## config.mk

```make
export PLATFORM = sky130hd
export DESIGN_NAME = far_line_perf_monitor
export DESIGN_NICKNAME = d
export VERILOG_FILES = /design/src/inc/far_line_pkg.sv /design/src/inc/far_line_if.sv /design/src/far_line_perf_monitor.sv /design/src/far_line_avail.sv
export SDC_FILE = /design/constraint.sdc
export NUM_CORES = 1
export LEC_CHECK = 0
export BUFFER_PORTS_ARGS = -buffer_cell sky130_fd_sc_hd__buf_4
export CORE_MARGIN = 8
export CORE_UTILIZATION = 44
export DETAILED_ROUTE_END_ITERATION = 10
export GPL_TIMING_DRIVEN = 1
export HOLD_SLACK_MARGIN = 0.06
export PLACE_DENSITY = 0.74
export SLEW_MARGIN = 10
export SYNTH_ARGS = -nofsm -noshare
export SYNTH_HDL_FRONTEND = slang
export SYNTH_SLANG_ARGS = --single-unit
```

## constraint.sdc

```tcl
create_clock -name clk -period 13.6 [get_ports clk]
set_input_delay 2.04 -clock clk [delete_from_list [all_inputs] [get_ports clk]]
set_output_delay 2.04 -clock clk [all_outputs]
set_load 0.05 [all_outputs]
```

## src/inc/far_line_pkg.sv

```systemverilog
// constants for the far-end line performance monitor
// assumes one system clock; tick and period strobes come from local logic
package far_line_pkg;
   localparam int count_width = 32;
   localparam int rei_width = 8;
   // seconds needed to enter or leave unavailability
   localparam logic [3:0] unavail_run = 4'ha;
   localparam logic [count_width-1:0] count_reset = 32'h0;
   localparam logic [23:0] k_default = 24'h0000c8;
   // slower than OC-48: the indication carries up to 8 x n errors
   localparam int rei_per_sts = 8;
   // OC-48: the indication carries 0 to 255 errors
   localparam logic [7:0] rei_max_oc48 = 8'hff;
endpackage

```

## src/inc/far_line_if.sv

```systemverilog
// per-second verdict passed from the classifier to the availability tracker
// assumes both ends on the same clock
`timescale 1ns/1ns
interface far_line_if;
   logic second_done;
   logic severe;
   logic unavailable;
   modport classifier(output second_done, output severe, input unavailable);
   modport tracker(input second_done, input severe, output unavailable);
endinterface

```

## src/far_line_perf_monitor.sv

```systemverilog
// far-end line performance monitor: per-second classification and counters
// assumes rei_valid, rdi_defect, rfi_failure, tick, period_end are on clk
//
// What this block does
// - below OC-48 accept up to 8xN errors
// - at OC-48 accept 0 to 255 errors
// - add each reported error to violations
// - errored second: any error or RDI defect
// - severe second: errors reach K or RDI
// - ten severe seconds make line unavailable
// - ten non-severe seconds restore availability
// - count each RFI failure event once
// - boundary-spanning event counts only where started
`timescale 1ns/1ns
module far_line_perf_monitor #(
   parameter int sts_n = 48,
   parameter bit is_oc48 = 1'b1
) (
   input wire logic clk,
   input wire logic rst,
   input wire logic rei_valid,
   input wire logic [10:0] rei_count,
   input wire logic rdi_defect,
   input wire logic rfi_failure,
   input wire logic [23:0] severe_threshold,
   input wire logic tick,
   input wire logic period_end,
   output logic [31:0] far_line_coding_violation_count,
   output logic [31:0] far_line_errored_second_count,
   output logic [31:0] far_line_severe_second_count,
   output logic [31:0] far_line_unavailable_second_count,
   output logic [31:0] far_line_failure_event_count,
   output logic far_line_unavailable,
   output logic period_done
);
   localparam logic [10:0] rei_cap = is_oc48 ?
      11'(far_line_pkg::rei_max_oc48) : 11'(far_line_pkg::rei_per_sts * sts_n);

   far_line_if link ();
   far_line_avail u_avail (.clk(clk), .rst(rst), .link(link));

   logic [10:0] rei_ok;
   logic [23:0] sec_errors;
   logic sec_rdi;
   logic rfi_prev;
   logic rfi_start;
   logic [31:0] cv_acc, es_acc, ses_acc, uas_acc, fc_acc;
   logic sec_errored, sec_severe;

   // out-of-range indications are clamped to the line's legal maximum
   always_comb begin
      rei_ok = (rei_count > rei_cap) ? rei_cap : rei_count;
   end

   always_comb begin
      sec_errored = (sec_errors != 24'h0) || sec_rdi || rdi_defect;
      sec_severe = (sec_errors >= severe_threshold) || sec_rdi
         || rdi_defect;
   end

   assign link.second_done = tick;
   assign link.severe = sec_severe;
   assign far_line_unavailable = link.unavailable;

   // per-second error and defect collection, restarted on each tick
   always_ff @(posedge clk or posedge rst) begin
      if (rst) begin
         sec_errors <= 24'h0;
         sec_rdi <= 1'b0;
      end else if (tick) begin
         sec_errors <= rei_valid ? 24'(rei_ok) : 24'h0;
         sec_rdi <= 1'b0;
      end else begin
         if (rei_valid)
            sec_errors <= sec_errors + 24'(rei_ok);
         if (rdi_defect)
            sec_rdi <= 1'b1;
      end
   end

   always_ff @(posedge clk or posedge rst) begin
      if (rst)
         rfi_prev <= 1'b0;
      else
         rfi_prev <= rfi_failure;
   end

   // an event is one rising edge, however long the failure stands
   assign rfi_start = rfi_failure && !rfi_prev;

   // counting only the rising edge keeps a spanning event in its first period
   always_ff @(posedge clk or posedge rst) begin
      if (rst) begin
         cv_acc <= far_line_pkg::count_reset;
         es_acc <= far_line_pkg::count_reset;
         ses_acc <= far_line_pkg::count_reset;
         uas_acc <= far_line_pkg::count_reset;
         fc_acc <= far_line_pkg::count_reset;
      end else if (period_end) begin
         cv_acc <= rei_valid ? 32'(rei_ok) : 32'h0;
         es_acc <= far_line_pkg::count_reset;
         ses_acc <= far_line_pkg::count_reset;
         uas_acc <= far_line_pkg::count_reset;
         fc_acc <= rfi_start ? 32'h1 : 32'h0;
      end else begin
         if (rei_valid)
            cv_acc <= cv_acc + 32'(rei_ok);
         if (rfi_start)
            fc_acc <= fc_acc + 32'h1;
         if (tick) begin
            if (sec_errored)
               es_acc <= es_acc + 32'h1;
            if (sec_severe)
               ses_acc <= ses_acc + 32'h1;
            if (link.unavailable)
               uas_acc <= uas_acc + 32'h1;
         end
      end
   end

   // published totals of the period just closed
   always_ff @(posedge clk or posedge rst) begin
      if (rst) begin
         far_line_coding_violation_count <= far_line_pkg::count_reset;
         far_line_errored_second_count <= far_line_pkg::count_reset;
         far_line_severe_second_count <= far_line_pkg::count_reset;
         far_line_unavailable_second_count <= far_line_pkg::count_reset;
         far_line_failure_event_count <= far_line_pkg::count_reset;
         period_done <= 1'b0;
      end else begin
         period_done <= period_end;
         if (period_end) begin
            far_line_coding_violation_count <= cv_acc;
            far_line_errored_second_count <= es_acc;
            far_line_severe_second_count <= ses_acc;
            far_line_unavailable_second_count <= uas_acc;
            far_line_failure_event_count <= fc_acc;
         end
      end
   end

   property p_cv;
      @(posedge clk) disable iff (rst)
      (rei_valid && !period_end) |=>
         cv_acc == $past(cv_acc) + 32'($past(rei_ok));
   endproperty
   a_cv: assert property (p_cv) else $error("violation sum wrong");
   property p_clamp;
      @(posedge clk) disable iff (rst) rei_ok <= rei_cap;
   endproperty
   a_clamp: assert property (p_clamp) else $error("indication over cap");
   property p_cap48;
      @(posedge clk) disable iff (rst)
      is_oc48 |-> rei_ok <= 11'h0ff;
   endproperty
   a_cap48: assert property (p_cap48) else $error("oc48 cap broken");
   property p_es;
      @(posedge clk) disable iff (rst)
      (tick && !period_end && sec_rdi) |=> es_acc == $past(es_acc) + 32'h1;
   endproperty
   a_es: assert property (p_es) else $error("errored second missed");
   property p_ses;
      @(posedge clk) disable iff (rst)
      (tick && !period_end && !sec_severe) |=> ses_acc == $past(ses_acc);
   endproperty
   a_ses: assert property (p_ses) else $error("bad severe second");
   property p_fc;
      @(posedge clk) disable iff (rst)
      (rfi_failure && rfi_prev && !period_end) |=> fc_acc == $past(fc_acc);
   endproperty
   a_fc: assert property (p_fc) else $error("event counted twice");
   property p_span;
      @(posedge clk) disable iff (rst)
      (period_end && rfi_prev) |=> fc_acc == 32'h0;
   endproperty
   a_span: assert property (p_span) else $error("event recounted");
   property p_pub;
      @(posedge clk) disable iff (rst)
      period_end |=>
         far_line_severe_second_count == $past(ses_acc) && period_done;
   endproperty
   a_pub: assert property (p_pub) else $error("period not published");
   property p_uas;
      @(posedge clk) disable iff (rst)
      (tick && !period_end && link.unavailable) |=>
         uas_acc == $past(uas_acc) + 32'h1;
   endproperty
   a_uas: assert property (p_uas) else $error("unavailable missed");
   property p_es0;
      @(posedge clk) disable iff (rst)
      (tick && !period_end && sec_errors == 24'h0 && !sec_rdi && !rdi_defect)
         |=> es_acc == $past(es_acc);
   endproperty
   a_es0: assert property (p_es0) else $error("clean second counted");
   property p_sesk;
      @(posedge clk) disable iff (rst)
      (tick && !period_end && sec_errors >= severe_threshold) |=>
         ses_acc == $past(ses_acc) + 32'h1;
   endproperty
   a_sesk: assert property (p_sesk) else $error("severe second missed");
   // an indication in the boundary cycle belongs to the new period
   property p_cvnew;
      @(posedge clk) disable iff (rst)
      period_end |=>
         cv_acc == ($past(rei_valid) ? 32'($past(rei_ok)) : 32'h0);
   endproperty
   a_cvnew: assert property (p_cvnew) else $error("period not restarted");
   property p_uas_hold;
      @(posedge clk) disable iff (rst)
      (!tick && !period_end) |=> uas_acc == $past(uas_acc);
   endproperty
   a_uas_hold: assert property (p_uas_hold) else $error("moved off tick");
   c_fc: cover property (@(posedge clk) rfi_failure && !rfi_prev);
   c_ses: cover property (@(posedge clk) tick && sec_severe);
   c_per: cover property (@(posedge clk) period_end && rfi_failure);
endmodule

```

## src/far_line_avail.sv

```systemverilog
// availability state of the far-end line, stepped once a second
// assumes second_done is a one-cycle pulse on clk
`timescale 1ns/1ns
module far_line_avail (
   input wire logic clk,
   input wire logic rst,
   far_line_if.tracker link
);
   logic [3:0] run;
   logic unavail;
   assign link.unavailable = unavail;

   // run counts consecutive seconds opposing the present state
   always_ff @(posedge clk or posedge rst) begin
      if (rst) begin
         run <= 4'h0;
         unavail <= 1'b0;
      end else if (link.second_done) begin
         if (link.severe != unavail) begin
            if (run == far_line_pkg::unavail_run - 4'h1) begin
               unavail <= ~unavail;
               run <= 4'h0;
            end else begin
               run <= run + 4'h1;
            end
         end else begin
            run <= 4'h0;
         end
      end
   end

   property p_enter;
      @(posedge clk) disable iff (rst)
      (!unavail && link.second_done && link.severe && run == 4'h9) |=> unavail;
   endproperty
   a_enter: assert property (p_enter) else $error("not unavailable");
   property p_leave;
      @(posedge clk) disable iff (rst)
      (unavail && link.second_done && !link.severe && run == 4'h9)
         |=> !unavail;
   endproperty
   a_leave: assert property (p_leave) else $error("still unavailable");
   property p_hold;
      @(posedge clk) disable iff (rst)
      !link.second_done |=> $stable(unavail);
   endproperty
   a_hold: assert property (p_hold) else $error("changed off tick");
   c_enter: cover property (@(posedge clk) $rose(unavail));
   c_leave: cover property (@(posedge clk) $fell(unavail));
endmodule

```

After elaboration in Yosys (flattened, before gate mapping):

Cells that the tools add are included.
W data, S select, Z words.

* bits in registers: 352
* input port bits: 42
* logic and storage cells: 70

* $add $sub $neg: 7
* $lt $le $gt $ge: 2
* equality and inequality tests: 2
* multiplexer cells: 23
* bitwise gates (word level): 1
* reduce and logical (&&, ||, !) cells: 19

Operators by type and width (number)
* $mux W32: 13
* $add A32 B1 Y32 const B: 4
* $mux W24: 2
* $mux W11: 3
* $add A32 B11 Y32: 1
* $add A24 B11 Y24: 1
* $ge A24 B24 Y1: 1
* $reduce_bool A24 Y1: 1
* $reduce_bool A2 Y1: 8
* $gt A11 B8 Y1 const B: 1
* $mux W4: 2
* $reduce_and A2 Y1: 3
* $add A4 B1 Y4 const B: 1
* $eq A4 B4 Y1 const B: 1
* $logic_or A1 B1 Y1: 4
* $mux W1: 3
* $reduce_and A3 Y1: 1
* $logic_and A1 B1 Y1: 1
* $logic_not A1 Y1: 1
* $ne A1 B1 Y1: 1
* $not A1 Y1: 1

Logic depth before layout (Yosys ltp):

Gate-level depths: netlist of run 1.

* depth after elaboration: 6
* mapped depth: 13

Modules after synthesis:

From an unflattened synthesis of run 1, not the netlist that was laid out.

* cells, all modules: 1533
* area total of the unflattened synthesis: 16756.1 um^2

By module, submodules not included
* far_line_perf_monitor: instances 1, cells an instance 1507, area an instance 16467.0 um^2, sequential area each 8683.3 um^2
* far_line_avail: instances 1, cells an instance 26, area an instance 289.0 um^2, sequential area each 125.1 um^2

Worst setup path before layout of run 1:

No wires, ideal clock.

* path kind: input to register
* start point: in rei_count[10]
* end point: reg cv_acc[11]
* setup time: 132 ps
* arrival time: 4747 ps
* required time: 13468 ps
* path slack: 8722 ps
* stages: 13
* path through: or3_1 nor2_1 inv_1 ha_1 a21o_1 a21o_1 a211oi_1 nor2_1 a41oi_1 clkbuf_1 buf_2 xnor2_1 nor2_1

* cells in the longest elaborated chain, start to end: 5

Ends and longest elaborated chain
* start, declared: line far_line_perf_monitor.sv:22 `input wire logic [10:0] rei_count,`
* $gt A11 B8 Y1: line far_line_perf_monitor.sv:52 `rei_ok = (rei_count > rei_cap) ? rei_cap : rei_count;`
* $mux W11 (*): line far_line_perf_monitor.sv:52
* $add A32 B11 Y32 (*): line far_line_perf_monitor.sv:107 `cv_acc <= cv_acc + 32'(rei_ok);`
* $mux W32 (*): line far_line_perf_monitor.sv:106 `if (rei_valid)`
* $mux W32 (*): line far_line_perf_monitor.sv:99 `end else if (period_end) begin`
* end signal, assigned: line far_line_perf_monitor.sv:94 `cv_acc <= far_line_pkg::count_reset;`
* end signal, assigned: line far_line_perf_monitor.sv:100 `cv_acc <= rei_valid ? 32'(rei_ok) : 32'h0;`
* end signal, assigned: line far_line_perf_monitor.sv:107
* end, declared: line far_line_perf_monitor.sv:47 `logic [31:0] cv_acc, es_acc, ses_acc, uas_acc, fc_acc;`

Mark *: on every way between the ends. The rest lies on a longest branch, timed or not. The select of a mux whose other input is x is not followed.
A chain may end at the register's enable or synchronous reset.

Worst setup path in the final report of run 1:

* start point: in rei_count[10]
* end point: reg sec_errors[23]

* cells in the longest elaborated chain, start to end: 5

Ends and longest elaborated chain
* $gt A11 B8 Y1: line far_line_perf_monitor.sv:52
* $mux W11 (*): line far_line_perf_monitor.sv:52
* $add A24 B11 Y24 (*): line far_line_perf_monitor.sv:75 `sec_errors <= sec_errors + 24'(rei_ok);`
* $mux W24 (*): line far_line_perf_monitor.sv:74 `if (rei_valid)`
* $mux W24 (*): line far_line_perf_monitor.sv:70 `end else if (tick) begin`
* end signal, assigned: line far_line_perf_monitor.sv:71 `sec_errors <= rei_valid ? 24'(rei_ok) : 24'h0;`
* end signal, assigned: line far_line_perf_monitor.sv:75
* end, declared: line far_line_perf_monitor.sv:43 `logic [23:0] sec_errors;`

Marked as above.

==> results of run 1 <==
## state kept, by name, indices dropped and copies added (netlist names)
| register | flops |
|---|---|
| far_line_severe_second_count | 32 |
| far_line_failure_event_count | 32 |
| cv_acc | 32 |
| u_avail.run | 4 |
| rfi_prev | 1 |
| period_done | 1 |
| sec_rdi | 1 |
| fc_acc | 32 |
| far_line_errored_second_count | 32 |
| uas_acc | 32 |
| es_acc | 32 |
| u_avail.link.unavailable | 1 |
| ses_acc | 32 |
| far_line_unavailable_second_count | 32 |
| sec_errors | 24 |
| far_line_coding_violation_count | 32 |
## power groups by stage
stage | clock network (W) | registers, W | logic, W
2_1_floorplan | 0 | 0.00117 | 0.000200
3_3_place_gp | 0 | 0.00113 | 0.000314
3_5_place_dp | 0 | 0.00113 | 0.000322
4_1_cts | 0.00110 | 0.00112 | 0.000324
5_1_grt | 0.00114 | 0.00112 | 0.000359
6_report | 0.00107 | 0.00112 | 0.000322
## area by class of cell
cell class	count	area, um2
clock inverters	14	163
well taps	511	639
multi-input cells	1084	7610
inverters	66	255
flip-flops and latches	352	8810
clock buffers	56	1140
repair buffers	210	1600
fillers	3229	17500
## Yosys cell counts (2+ instances only)
cell,instances,area (um2)
a211oi_1,4,30.0
a21o_1,16,120
a21oi_1,74,370
a221o_1,2,20.0
a22o_1,3,26.3
a31oi_1,7,43.8
and2_1,5,31.3
and3_1,29,181
and4_1,14,123
buf_1,6,22.5
buf_2,5,25.0
clkbuf_1,51,191
dfrtp_1,352,8810
fa_1,2,40.0
ha_1,52,651
inv_1,65,244
mux2_2,163,1840
mux2i_1,8,80.1
nand2_1,88,330
nand2b_1,7,43.8
nand3_1,72,360
nand3b_1,2,15.0
nand4_1,35,219
nor2_1,160,601
nor2b_1,11,68.8
nor3_1,22,110
nor3b_1,3,22.5
nor4_1,9,56.3
nor4b_1,2,17.5
o211ai_1,6,45.0
o21a_1,7,52.6
o21ai_0,58,290
o21bai_1,2,15.0
o22ai_1,10,62.6
o31a_1,2,17.5
o31ai_1,14,105
or2_2,4,25.0
or3_1,37,231
or4_1,12,90.1
xnor2_1,36,315
xor2_1,80,701
## final timing paths
| kind | startpoint | end | slack (ps) | cells past startpoint |
|---|---|---|---|---|
| hold reg to reg | far_line_coding_violation_count[13] | far_line_coding_violation_count[13] | 510 | 1 |
| setup reg to reg | sec_errors[22] | ses_acc[22] | 10500 | 9 |
| min in group asynchronous | rst | es_acc[19] | 1630 | 2 |
| setup / recovery | rei_count[10] | sec_errors[23] | 8840 | 12 |
| max in group asynchronous | rst | far_line_failure_event_count[0] | 10500 | 3 |
| hold / removal | far_line_coding_violation_count[13] | far_line_coding_violation_count[13] | 510 | 1 |
## metal layers
layer	vias to the layer above	share of wire, %
li1	5875	-
met1	6178	43
met2	295	48
met3	55	6.7
met4	0	2.0
met5	-	0
## placed cells by master (no fill, tap or decap), drive strengths merged, types with 8 or more instances in the layout
| cell | n |
|---|---|
| a21oi | 74 |
| o22ai | 10 |
| nand2 | 88 |
| nor3 | 22 |
| or3 | 37 |
| nand4 | 35 |
| buf | 210 |
| clkinv | 9 |
| mux2i | 8 |
| ha | 52 |
| nand3 | 73 |
| xnor2 | 36 |
| o31ai | 14 |
| clkbuf | 56 |
| nor2b | 11 |
| and4 | 14 |
| a21o | 16 |
| or4 | 12 |
| mux2 | 163 |
| and3 | 29 |
| o21ai | 58 |
| nor2 | 160 |
| dfrtp | 352 |
| nor4 | 11 |
| inv | 67 |
| xor2 | 80 |
## worst max-delay path: stages
cell     delay, ps
buf_4          110
or3_1          510
nor2_1         320
inv_1          160
ha_1           300
a21oi_1        190
nor2_1         100
nor4_1         530
o31a_1         370
nor2_1         110
nand3_1        100
mux2_2         330
## stage by stage
stage          setup WS (ps)  power (W)  hold slack [ps]  area [um2]
6_report                8840    0.00251              506       20200
5_1_grt                 8630    0.00262              522       20200
4_1_cts                 8900    0.00254              511       20200
3_5_place_dp            8330    0.00146              497       18900
3_3_place_gp            8420    0.00145              492       18900
2_1_floorplan           1800    0.00137              484       16900
## kinds of logic (layout without fill, tap and decap cells)
| kind of cell | Yosys count | in the layout |
|---|---|---|
| AND/OR/NAND/NOR | 519 | 519 |
| flip-flops | 352 | 352 |
| AO/OA/AOI/OAI | 218 | 218 |
| multiplexers | 171 | 171 |
| buffers and inverters | 128 | 346 |
| XOR/XNOR | 116 | 116 |
| adder cells (fa/ha/maj) | 54 | 54 |
| other | 1 | 6 |
==> flow_metrics.env, run 1 <==
export IMPL_synth_edff_count=0
export IMPL_switching_power_w=0.000660
export IMPL_start_util_pct=44.7
export IMPL_worst_skew_pair_late_latency_ps=550
export IMPL_pwr_density_cell_mw_per_mm2=124
export IMPL_ys_ff_latch=352
export IMPL_ir_worst_vdd_v=0.0000962
export IMPL_wl_um=38700
export IMPL_yosysSeqAreaShare_pct=52.2
export IMPL_synth_compound_area_share_pct=7.96
export IMPL_synth_cell_types=63
export IMPL_grt_use_met1_pct=22.3
export IMPL_cp_data_arrival_time_ps=5180
export IMPL_grt_use_total_pct=17.3
export IMPL_core_mm2=0.0378
export IMPL_period_share_pct=35.0
export IMPL_fmax_mhz=210
export IMPL_use_met2_pct=28.6
export IMPL_start_kind="input port"
export IMPL_post_cts_setup_buffers=0
export IMPL_worstSetupPathType="in -> reg"
export IMPL_synth_xor_area_share_pct=6.02
export IMPL_p_comb_share_pct=12.9
export IMPL_place_inst=2223
export IMPL_drive_above_1_share_pct=25.1
export IMPL_hold_violations=0
export IMPL_drv_cap=0
export IMPL_synthArstFlopShare_pct=100
export IMPL_clk_path_buf_depth=3
export IMPL_final_min_clock_period_ps=4760
export IMPL_vias=12400
export IMPL_synth_ff_type="dfrtp_1"
export IMPL_leakage_nw=9.72
export IMPL_yosys_area_share_simple_pct=15.5
export IMPL_cts_hold_buffers=0
export IMPL_rsz0062_at_grt="no"
export IMPL_diodes=0
export IMPL_place_hpwl_um=26700
export IMPL_setup_viol_count_final=0
export IMPL_syn_avg_cell_area_um2=10.8
export IMPL_antenna_found_initial=0
export IMPL_clock_sinks=352
export IMPL_p_clk_share_pct=42.6
export IMPL_die_h_um=212
export IMPL_rows=71
export IMPL_use_met3_pct=4.35
export IMPL_ant_nets=0
export IMPL_ys_warn_count=0
export IMPL_viasPerCell=5.41
export IMPL_numCtsBuffers=40
export IMPL_p_int_w=0.00185
export IMPL_grt_overflow_total=0
export IMPL_globalplace_congestion=0.856
export IMPL_seqPwrFrac_pct=44.6
export IMPL_dr_pass1_iters=5
export IMPL_wl_per_cell_um=16.9
export IMPL_area_growth_synth_to_final_pct=19.7
export IMPL_status="completed"
export IMPL_fin_util_pct=53.5
export IMPL_crit_required_ps=14020
export IMPL_synth_cells=1559
export IMPL_grt_max_degree=188
export IMPL_ctsResizeCount=0
export IMPL_final_nets=1850
export IMPL_skew_ps=15.5
export IMPL_synth_top_family_by_area="simple AND/OR/NAND/NOR gates"
export IMPL_drv_slew=0
export IMPL_grt_busiest_layer="met2"
export IMPL_initialDrtViolationCount=627
export IMPL_die_w_um=212
export IMPL_hp_class="reg -> reg"
export IMPL_syn_area_mm2=0.0169
export IMPL_port_buffers=203
export IMPL_slew_headroom_pct=31.9
export IMPL_setup_tns_ps=0
export IMPL_htree_num_levels=2
export IMPL_stdcell_count=2293
export IMPL_synth_adder_area_share_pct=4.09
export IMPL_worstSetupEndpointType="flip-flop"
export IMPL_worst_pin_slew_ps=1020
export IMPL_path_clk_slew_ps=60
export IMPL_path_max_fanout=7
export IMPL_dieArea_mm2=0.0449
export IMPL_synthMuxAreaShare_pct=11.3
export IMPL_grt_pass1_vias=12700
export IMPL_drc=0
export IMPL_cts_tree="built"
export IMPL_grt_pass1_wl_um=64700
export IMPL_swShare_pct=26.3
export IMPL_ctsRootBufferMaster="clkbuf_16"
export IMPL_io_pins=204
Power figures use the tool's default switching activity.
==> inputs of run 2 (changes only) <==
clock period = 4.9 ns   (was 13.6 ns; I/O delays follow)
==> flow_metrics.env, run 2 (synthesis results as in run 1) <==
export IMPL_status="completed"
export IMPL_grt_pass1_vias=12600
export IMPL_slowest_delay_ps=580
export IMPL_worst_pin_slew_ps=1090
export IMPL_grt_use_total_pct=17.1
export IMPL_drv_slew=0
export IMPL_ctsResizeCount=0
export IMPL_core_mm2=0.0378
export IMPL_final_min_clock_period_ps=3500
export IMPL_setup_viol_count_final=0
export IMPL_numCtsBuffers=39
export IMPL_port_buffers=203
export IMPL_grt_pass1_wl_um=64100
export IMPL_crit_chain="buf_4 > or3_1 > nor2_1 > inv_1 > ha_1 > a21oi_1 > nor2_1 > nor4_1 > o31a_1 > nor2_1 > nand3_1 > mux2_2"
export IMPL_die_h_um=212
export IMPL_ant_nets=0
export IMPL_start_kind="input port"
export IMPL_layout_commonest_cell="dfrtp_1"
export IMPL_stdcell_count=2292
export IMPL_vias=12400
export IMPL_wl_um=38600
export IMPL_worstSetupEndpointType="flip-flop"
export IMPL_wl_per_cell_um=16.8
export IMPL_hp_class="in -> async"
export IMPL_worstSetupPathType="in -> reg"
export IMPL_slew_headroom_pct=27.2
export IMPL_dr_pass1_iters=5
export IMPL_crit_top_cell="nor2_1"
export IMPL_io_pins=204
export IMPL_cts_hold_buffers=0
export IMPL_globalplace_congestion=0.870
export IMPL_place_inst=2224
export IMPL_rsz0062_at_grt="no"
export IMPL_drive_above_1_share_pct=25.0
export IMPL_path_max_fanout=7
export IMPL_final_nets=1850
export IMPL_final_cell_mix="dfrtp_1 (352), buf_4 (208), mux2_2 (163)"
export IMPL_clock_sinks=352
export IMPL_period_share_pct=71.4
export IMPL_drc=0
export IMPL_rrSetupSlack_ps=1540
export IMPL_slowest_stage="nor4_1"
export IMPL_rows=71
export IMPL_grt_overflow_total=0
export IMPL_dieArea_mm2=0.0449
export IMPL_antenna_found_initial=0
export IMPL_worst_skew_pair_late_latency_ps=540
export IMPL_initialDrtViolationCount=568
export IMPL_pwr_density_cell_mw_per_mm2=342
export IMPL_post_cts_setup_buffers=0
export IMPL_hold_violations=0
export IMPL_ctsRootBufferMaster="clkbuf_16"
export IMPL_start_util_pct=44.7
export IMPL_clk_path_buf_depth=3
export IMPL_area_growth_synth_to_final_pct=19.7
export IMPL_htree_num_levels=2
export IMPL_diodes=0
export IMPL_grt_max_degree=191
export IMPL_crit_required_ps=5320
export IMPL_fmax_mhz=286
export IMPL_viasPerCell=5.43
export IMPL_path_clk_slew_ps=60
export IMPL_place_hpwl_um=26400
export IMPL_drv_cap=0
export IMPL_skew_ps=13.9
export IMPL_fin_util_pct=53.5
export IMPL_cts_tree="built"
export IMPL_leakage_nw=9.70
export IMPL_ir_worst_vdd_v=0.000251
export IMPL_die_w_um=212
export IMPL_cp_data_arrival_time_ps=3920
run 2: changes by cell type in the layout (fill, tap and decap cells not counted), sizes merged:
cell      delta
clkinvlp     +3
clkinv       -2
inv          -2
clkbuf       -1
buf          +1
run 2: final cells by class:
cell class	instances	area [um2]
fillers	3254	17500
flip-flops and latches	352	8810
repair buffers	211	1620
well taps	511	639
inverters	66	251
clock inverters	13	163
clock buffers	55	1120
multi-input cells	1084	7610
run 2: metal layers:
layer  up-vias  GRT usage (%)  wire length (um)
met4         0           5.56               894
met1      6181           22.3             17000
met5         -              0                 0
met2       312           28.1             18400
li1       5885              -                 -
met3        62           3.99              2350
run 2: worst paths after layout:
path | depth (start not counted) | start | end
max in group asynchronous | 3 | rst | far_line_failure_event_count[6]
worst max-delay path | 12 | rei_count[10] | sec_errors[23]
worst min register to register | 1 | far_line_severe_second_count[13] | far_line_severe_second_count[13]
worst max register to register | 8 | sec_errors[22] | ses_acc[31]
min in group clk | 1 | rfi_failure | rfi_prev
worst min-delay path | 2 | rst | far_line_errored_second_count[19]
run 2: power breakdown:
part           total, W  switching, W  internal (W)
sequential      0.00310     0.0000972       0.00300
clock           0.00291       0.00116       0.00175
combinational  0.000900      0.000563      0.000337
total           0.00691       0.00182       0.00509
run 2: stage by stage:
step / area (um2) / setup TNS (ps) / power [W] / hold slack [ps] / worst slack, ps
after floorplan: 16900 / -193380 / 0.00380 / 484 / -549
after global placement: 18900 / 0 / 0.00402 / 493 / 1060
after detailed placement: 18900 / 0 / 0.00405 / 497 / 932
after CTS: 20200 / 0 / 0.00700 / 251 / 1490
after global routing: 20200 / 0 / 0.00723 / 285 / 1210
final: 20200 / 0 / 0.00691 / 271 / 1400
run 2: worst max-delay path: cells and delay by family:
family | cells | cell delay (ps)
buffers and inverters | 2 | 270
AND/OR/NAND/NOR | 6 | 1690
multiplexers | 1 | 330
adder cells (fa/ha/maj) | 1 | 290
AO/OA/AOI/OAI | 2 | 600
==> inputs of run 3 (changes only) <==
ABC_AREA = 1   (was unset)
PLACE_DENSITY = 0.76   (was 0.74)
clock period = 3.19 ns   (was 4.9 ns; I/O delays follow)
==> flow_metrics.env, run 3 <==
export IMPL_post_cts_setup_buffers=0
export IMPL_yosys_top_cells_count="nand2_1 (807), dfrtp_1 (352), nor2_1 (259)"
export IMPL_worst_pin_slew_ps=980
export IMPL_crit_required_ps=3630
export IMPL_grt_use_total_pct=20.9
export IMPL_ctsResizeCount=0
export IMPL_numCtsBuffers=41
export IMPL_synth_edff_count=0
export IMPL_period_share_pct=82.9
export IMPL_worst_skew_pair_late_latency_ps=550
export IMPL_clk_path_buf_depth=3
export IMPL_synthArstFlopShare_pct=100
export IMPL_worstSetupPathType="in -> reg"
export IMPL_leakage_nw=10.8
export IMPL_final_min_clock_period_ps=2650
export IMPL_area_growth_synth_to_final_pct=19.0
export IMPL_synth_top_cell_area_share_pct=46.3
export IMPL_layout_commonest_cell="nand2_1"
export IMPL_synth_ff_type="dfrtp_1"
export IMPL_htree_num_levels=2
export IMPL_skew_ps=11.7
export IMPL_slew_headroom_pct=34.5
export IMPL_antenna_found_initial=1
export IMPL_dr_pass1_iters=5
export IMPL_hold_violations=0
export IMPL_dieArea_mm2=0.0502
export IMPL_pwr_density_cell_mw_per_mm2=495
export IMPL_hp_class="in -> reg"
export IMPL_grt_max_degree=146
export IMPL_syn_area_mm2=0.0190
export IMPL_yosysSeqAreaShare_pct=46.3
export IMPL_synthTopCellsByArea="dfrtp_1 (46%), nand2_1 (16%), o21ai_0 (6.2%)"
export IMPL_ys_warn_count=0
export IMPL_io_pins=204
export IMPL_fin_util_pct=52.8
export IMPL_initialDrtViolationCount=1328
export IMPL_synth_most_common_cell="nand2_1"
export IMPL_core_mm2=0.0429
export IMPL_ys_ff_latch=352
export IMPL_drive_above_1_share_pct=12.2
export IMPL_place_hpwl_um=39100
export IMPL_drv_cap=0
export IMPL_synth_top_area_cell="dfrtp_1"
export IMPL_globalplace_congestion=0.916
export IMPL_final_cell_mix="nand2_1 (807), dfrtp_1 (352), nor2_1 (259)"
export IMPL_rows=76
export IMPL_syn_avg_cell_area_um2=7.50
export IMPL_hold_ws_ps=164
export IMPL_cp_data_arrival_time_ps=3080
export IMPL_fill_cells=4062
export IMPL_worstSetupEndpointType="flip-flop"
export IMPL_status="completed"
export IMPL_wl_um=52900
export IMPL_drc=0
export IMPL_vias=17500
export IMPL_die_h_um=224
export IMPL_start_util_pct=44.4
export IMPL_ir_worst_vdd_v=0.000382
export IMPL_path_max_fanout=14
export IMPL_grt_overflow_total=0
export IMPL_fmax_mhz=378
export IMPL_cts_tree="built"
export IMPL_ant_nets=0
export IMPL_synth_cells=2536
export IMPL_synth_cell_types=51
export IMPL_path_clk_slew_ps=60
export IMPL_diodes=0
export IMPL_clock_sinks=352
export IMPL_viasPerCell=5.21
export IMPL_rsz0062_at_grt="no"
export IMPL_wl_per_cell_um=15.8
export IMPL_ctsRootBufferMaster="clkbuf_16"
export IMPL_start_kind="input port"
export IMPL_die_w_um=224
export IMPL_drv_slew=0
export IMPL_grt_pass1_vias=17200
export IMPL_setup_viol_count_final=0
export IMPL_grt_pass1_wl_um=86900
export IMPL_port_buffers=203
export IMPL_final_nets=2833
[run 3: cell count changes after synthesis, sizes merged, moves of 36 or more]
cell   delta
o21ai   +182
nor3     +55
nand2   +725
mux2    -163
inv     +198
or3      -36
nand3    +48
nor2    +108
[run 3: kinds of logic (layout without fill, tap and decap cells)]
kind of cell	after synthesis	after routing	share of synthesized area [%]
buf+inv	338	560	6.98
other cells	1	6	0.0197
fa+ha+maj	54	54	3.63
xor+xnor	56	56	2.58
flops	352	352	46.3
simple gates	1378	1378	30.6
compound gates	357	357	9.86
[run 3: final cells by class]
cell class	count	area (um2)	share of cell area [%]
timing repair buffer	228	1770	7.80
tap	585	732	3.23
multi-input combinational	1851	8910	39.3
clock buffer	52	1150	5.07
sequential	352	8810	38.9
clock inverter	17	275	1.22
inverter	263	1000	4.43
[run 3: worst max-delay path: stages]
cell,delay [ps]
buf_4,100
or3_1,480
or2_2,360
ha_1,400
a21oi_1,140
o21ai_0,240
a21oi_1,100
nand2_1,370
nand3_1,150
o21ai_0,190
nor2_1,60
[run 3: through the flow]
stage               setup slack [ps]  instance area (um2)  TNS (ps)  cells  total power [W]
floorplan                      -2000                19000   -705020   2541          0.00585
global placement                80.6                21200         0   3277          0.00628
detailed placement              35.0                21200         0   3277          0.00631
CTS                              641                22600         0   3348           0.0113
global route                     350                22600         0   3348           0.0117
finish                           544                22600         0   3348           0.0112
[run 3: final timing paths]
kind                                                          from                                 end  slack [ps]  cells past startpoint
worst min-delay path                                    rdi_defect                             sec_rdi         160                      3
worst max register to register                      sec_errors[19]                           es_acc[3]         640                     10
max in group asynchronous                                      rst                           cv_acc[2]        1620                      4
worst min register to register  far_line_coding_violation_count[2]  far_line_coding_violation_count[2]         480                      2
min in group asynchronous                                      rst     far_line_failure_event_count[6]         570                      3
worst max-delay path                                 rei_count[10]                          cv_acc[28]         540                     11
[run 3: per-layer routing]
metal  share of wire, %  track usage (%)
met1                 44             26.9
met3                5.4             3.36
met4                2.8             7.50
met5              0.025                0
met2                 48             35.3
[run 3: timing repair]
action                                  4_1_cts  5_1_grt
endpoints found under the setup margin        0        0
endpoints found under the hold margin        12        0
hold buffers                                  2        0
[run 3: power breakdown]
part	total (W)	switching [W]	internal, W
clock	0.00497	0.00188	0.00310
sequential	0.00473	0.000131	0.00460
combinational	0.00151	0.00104	0.000474
total	0.0112	0.00304	0.00817
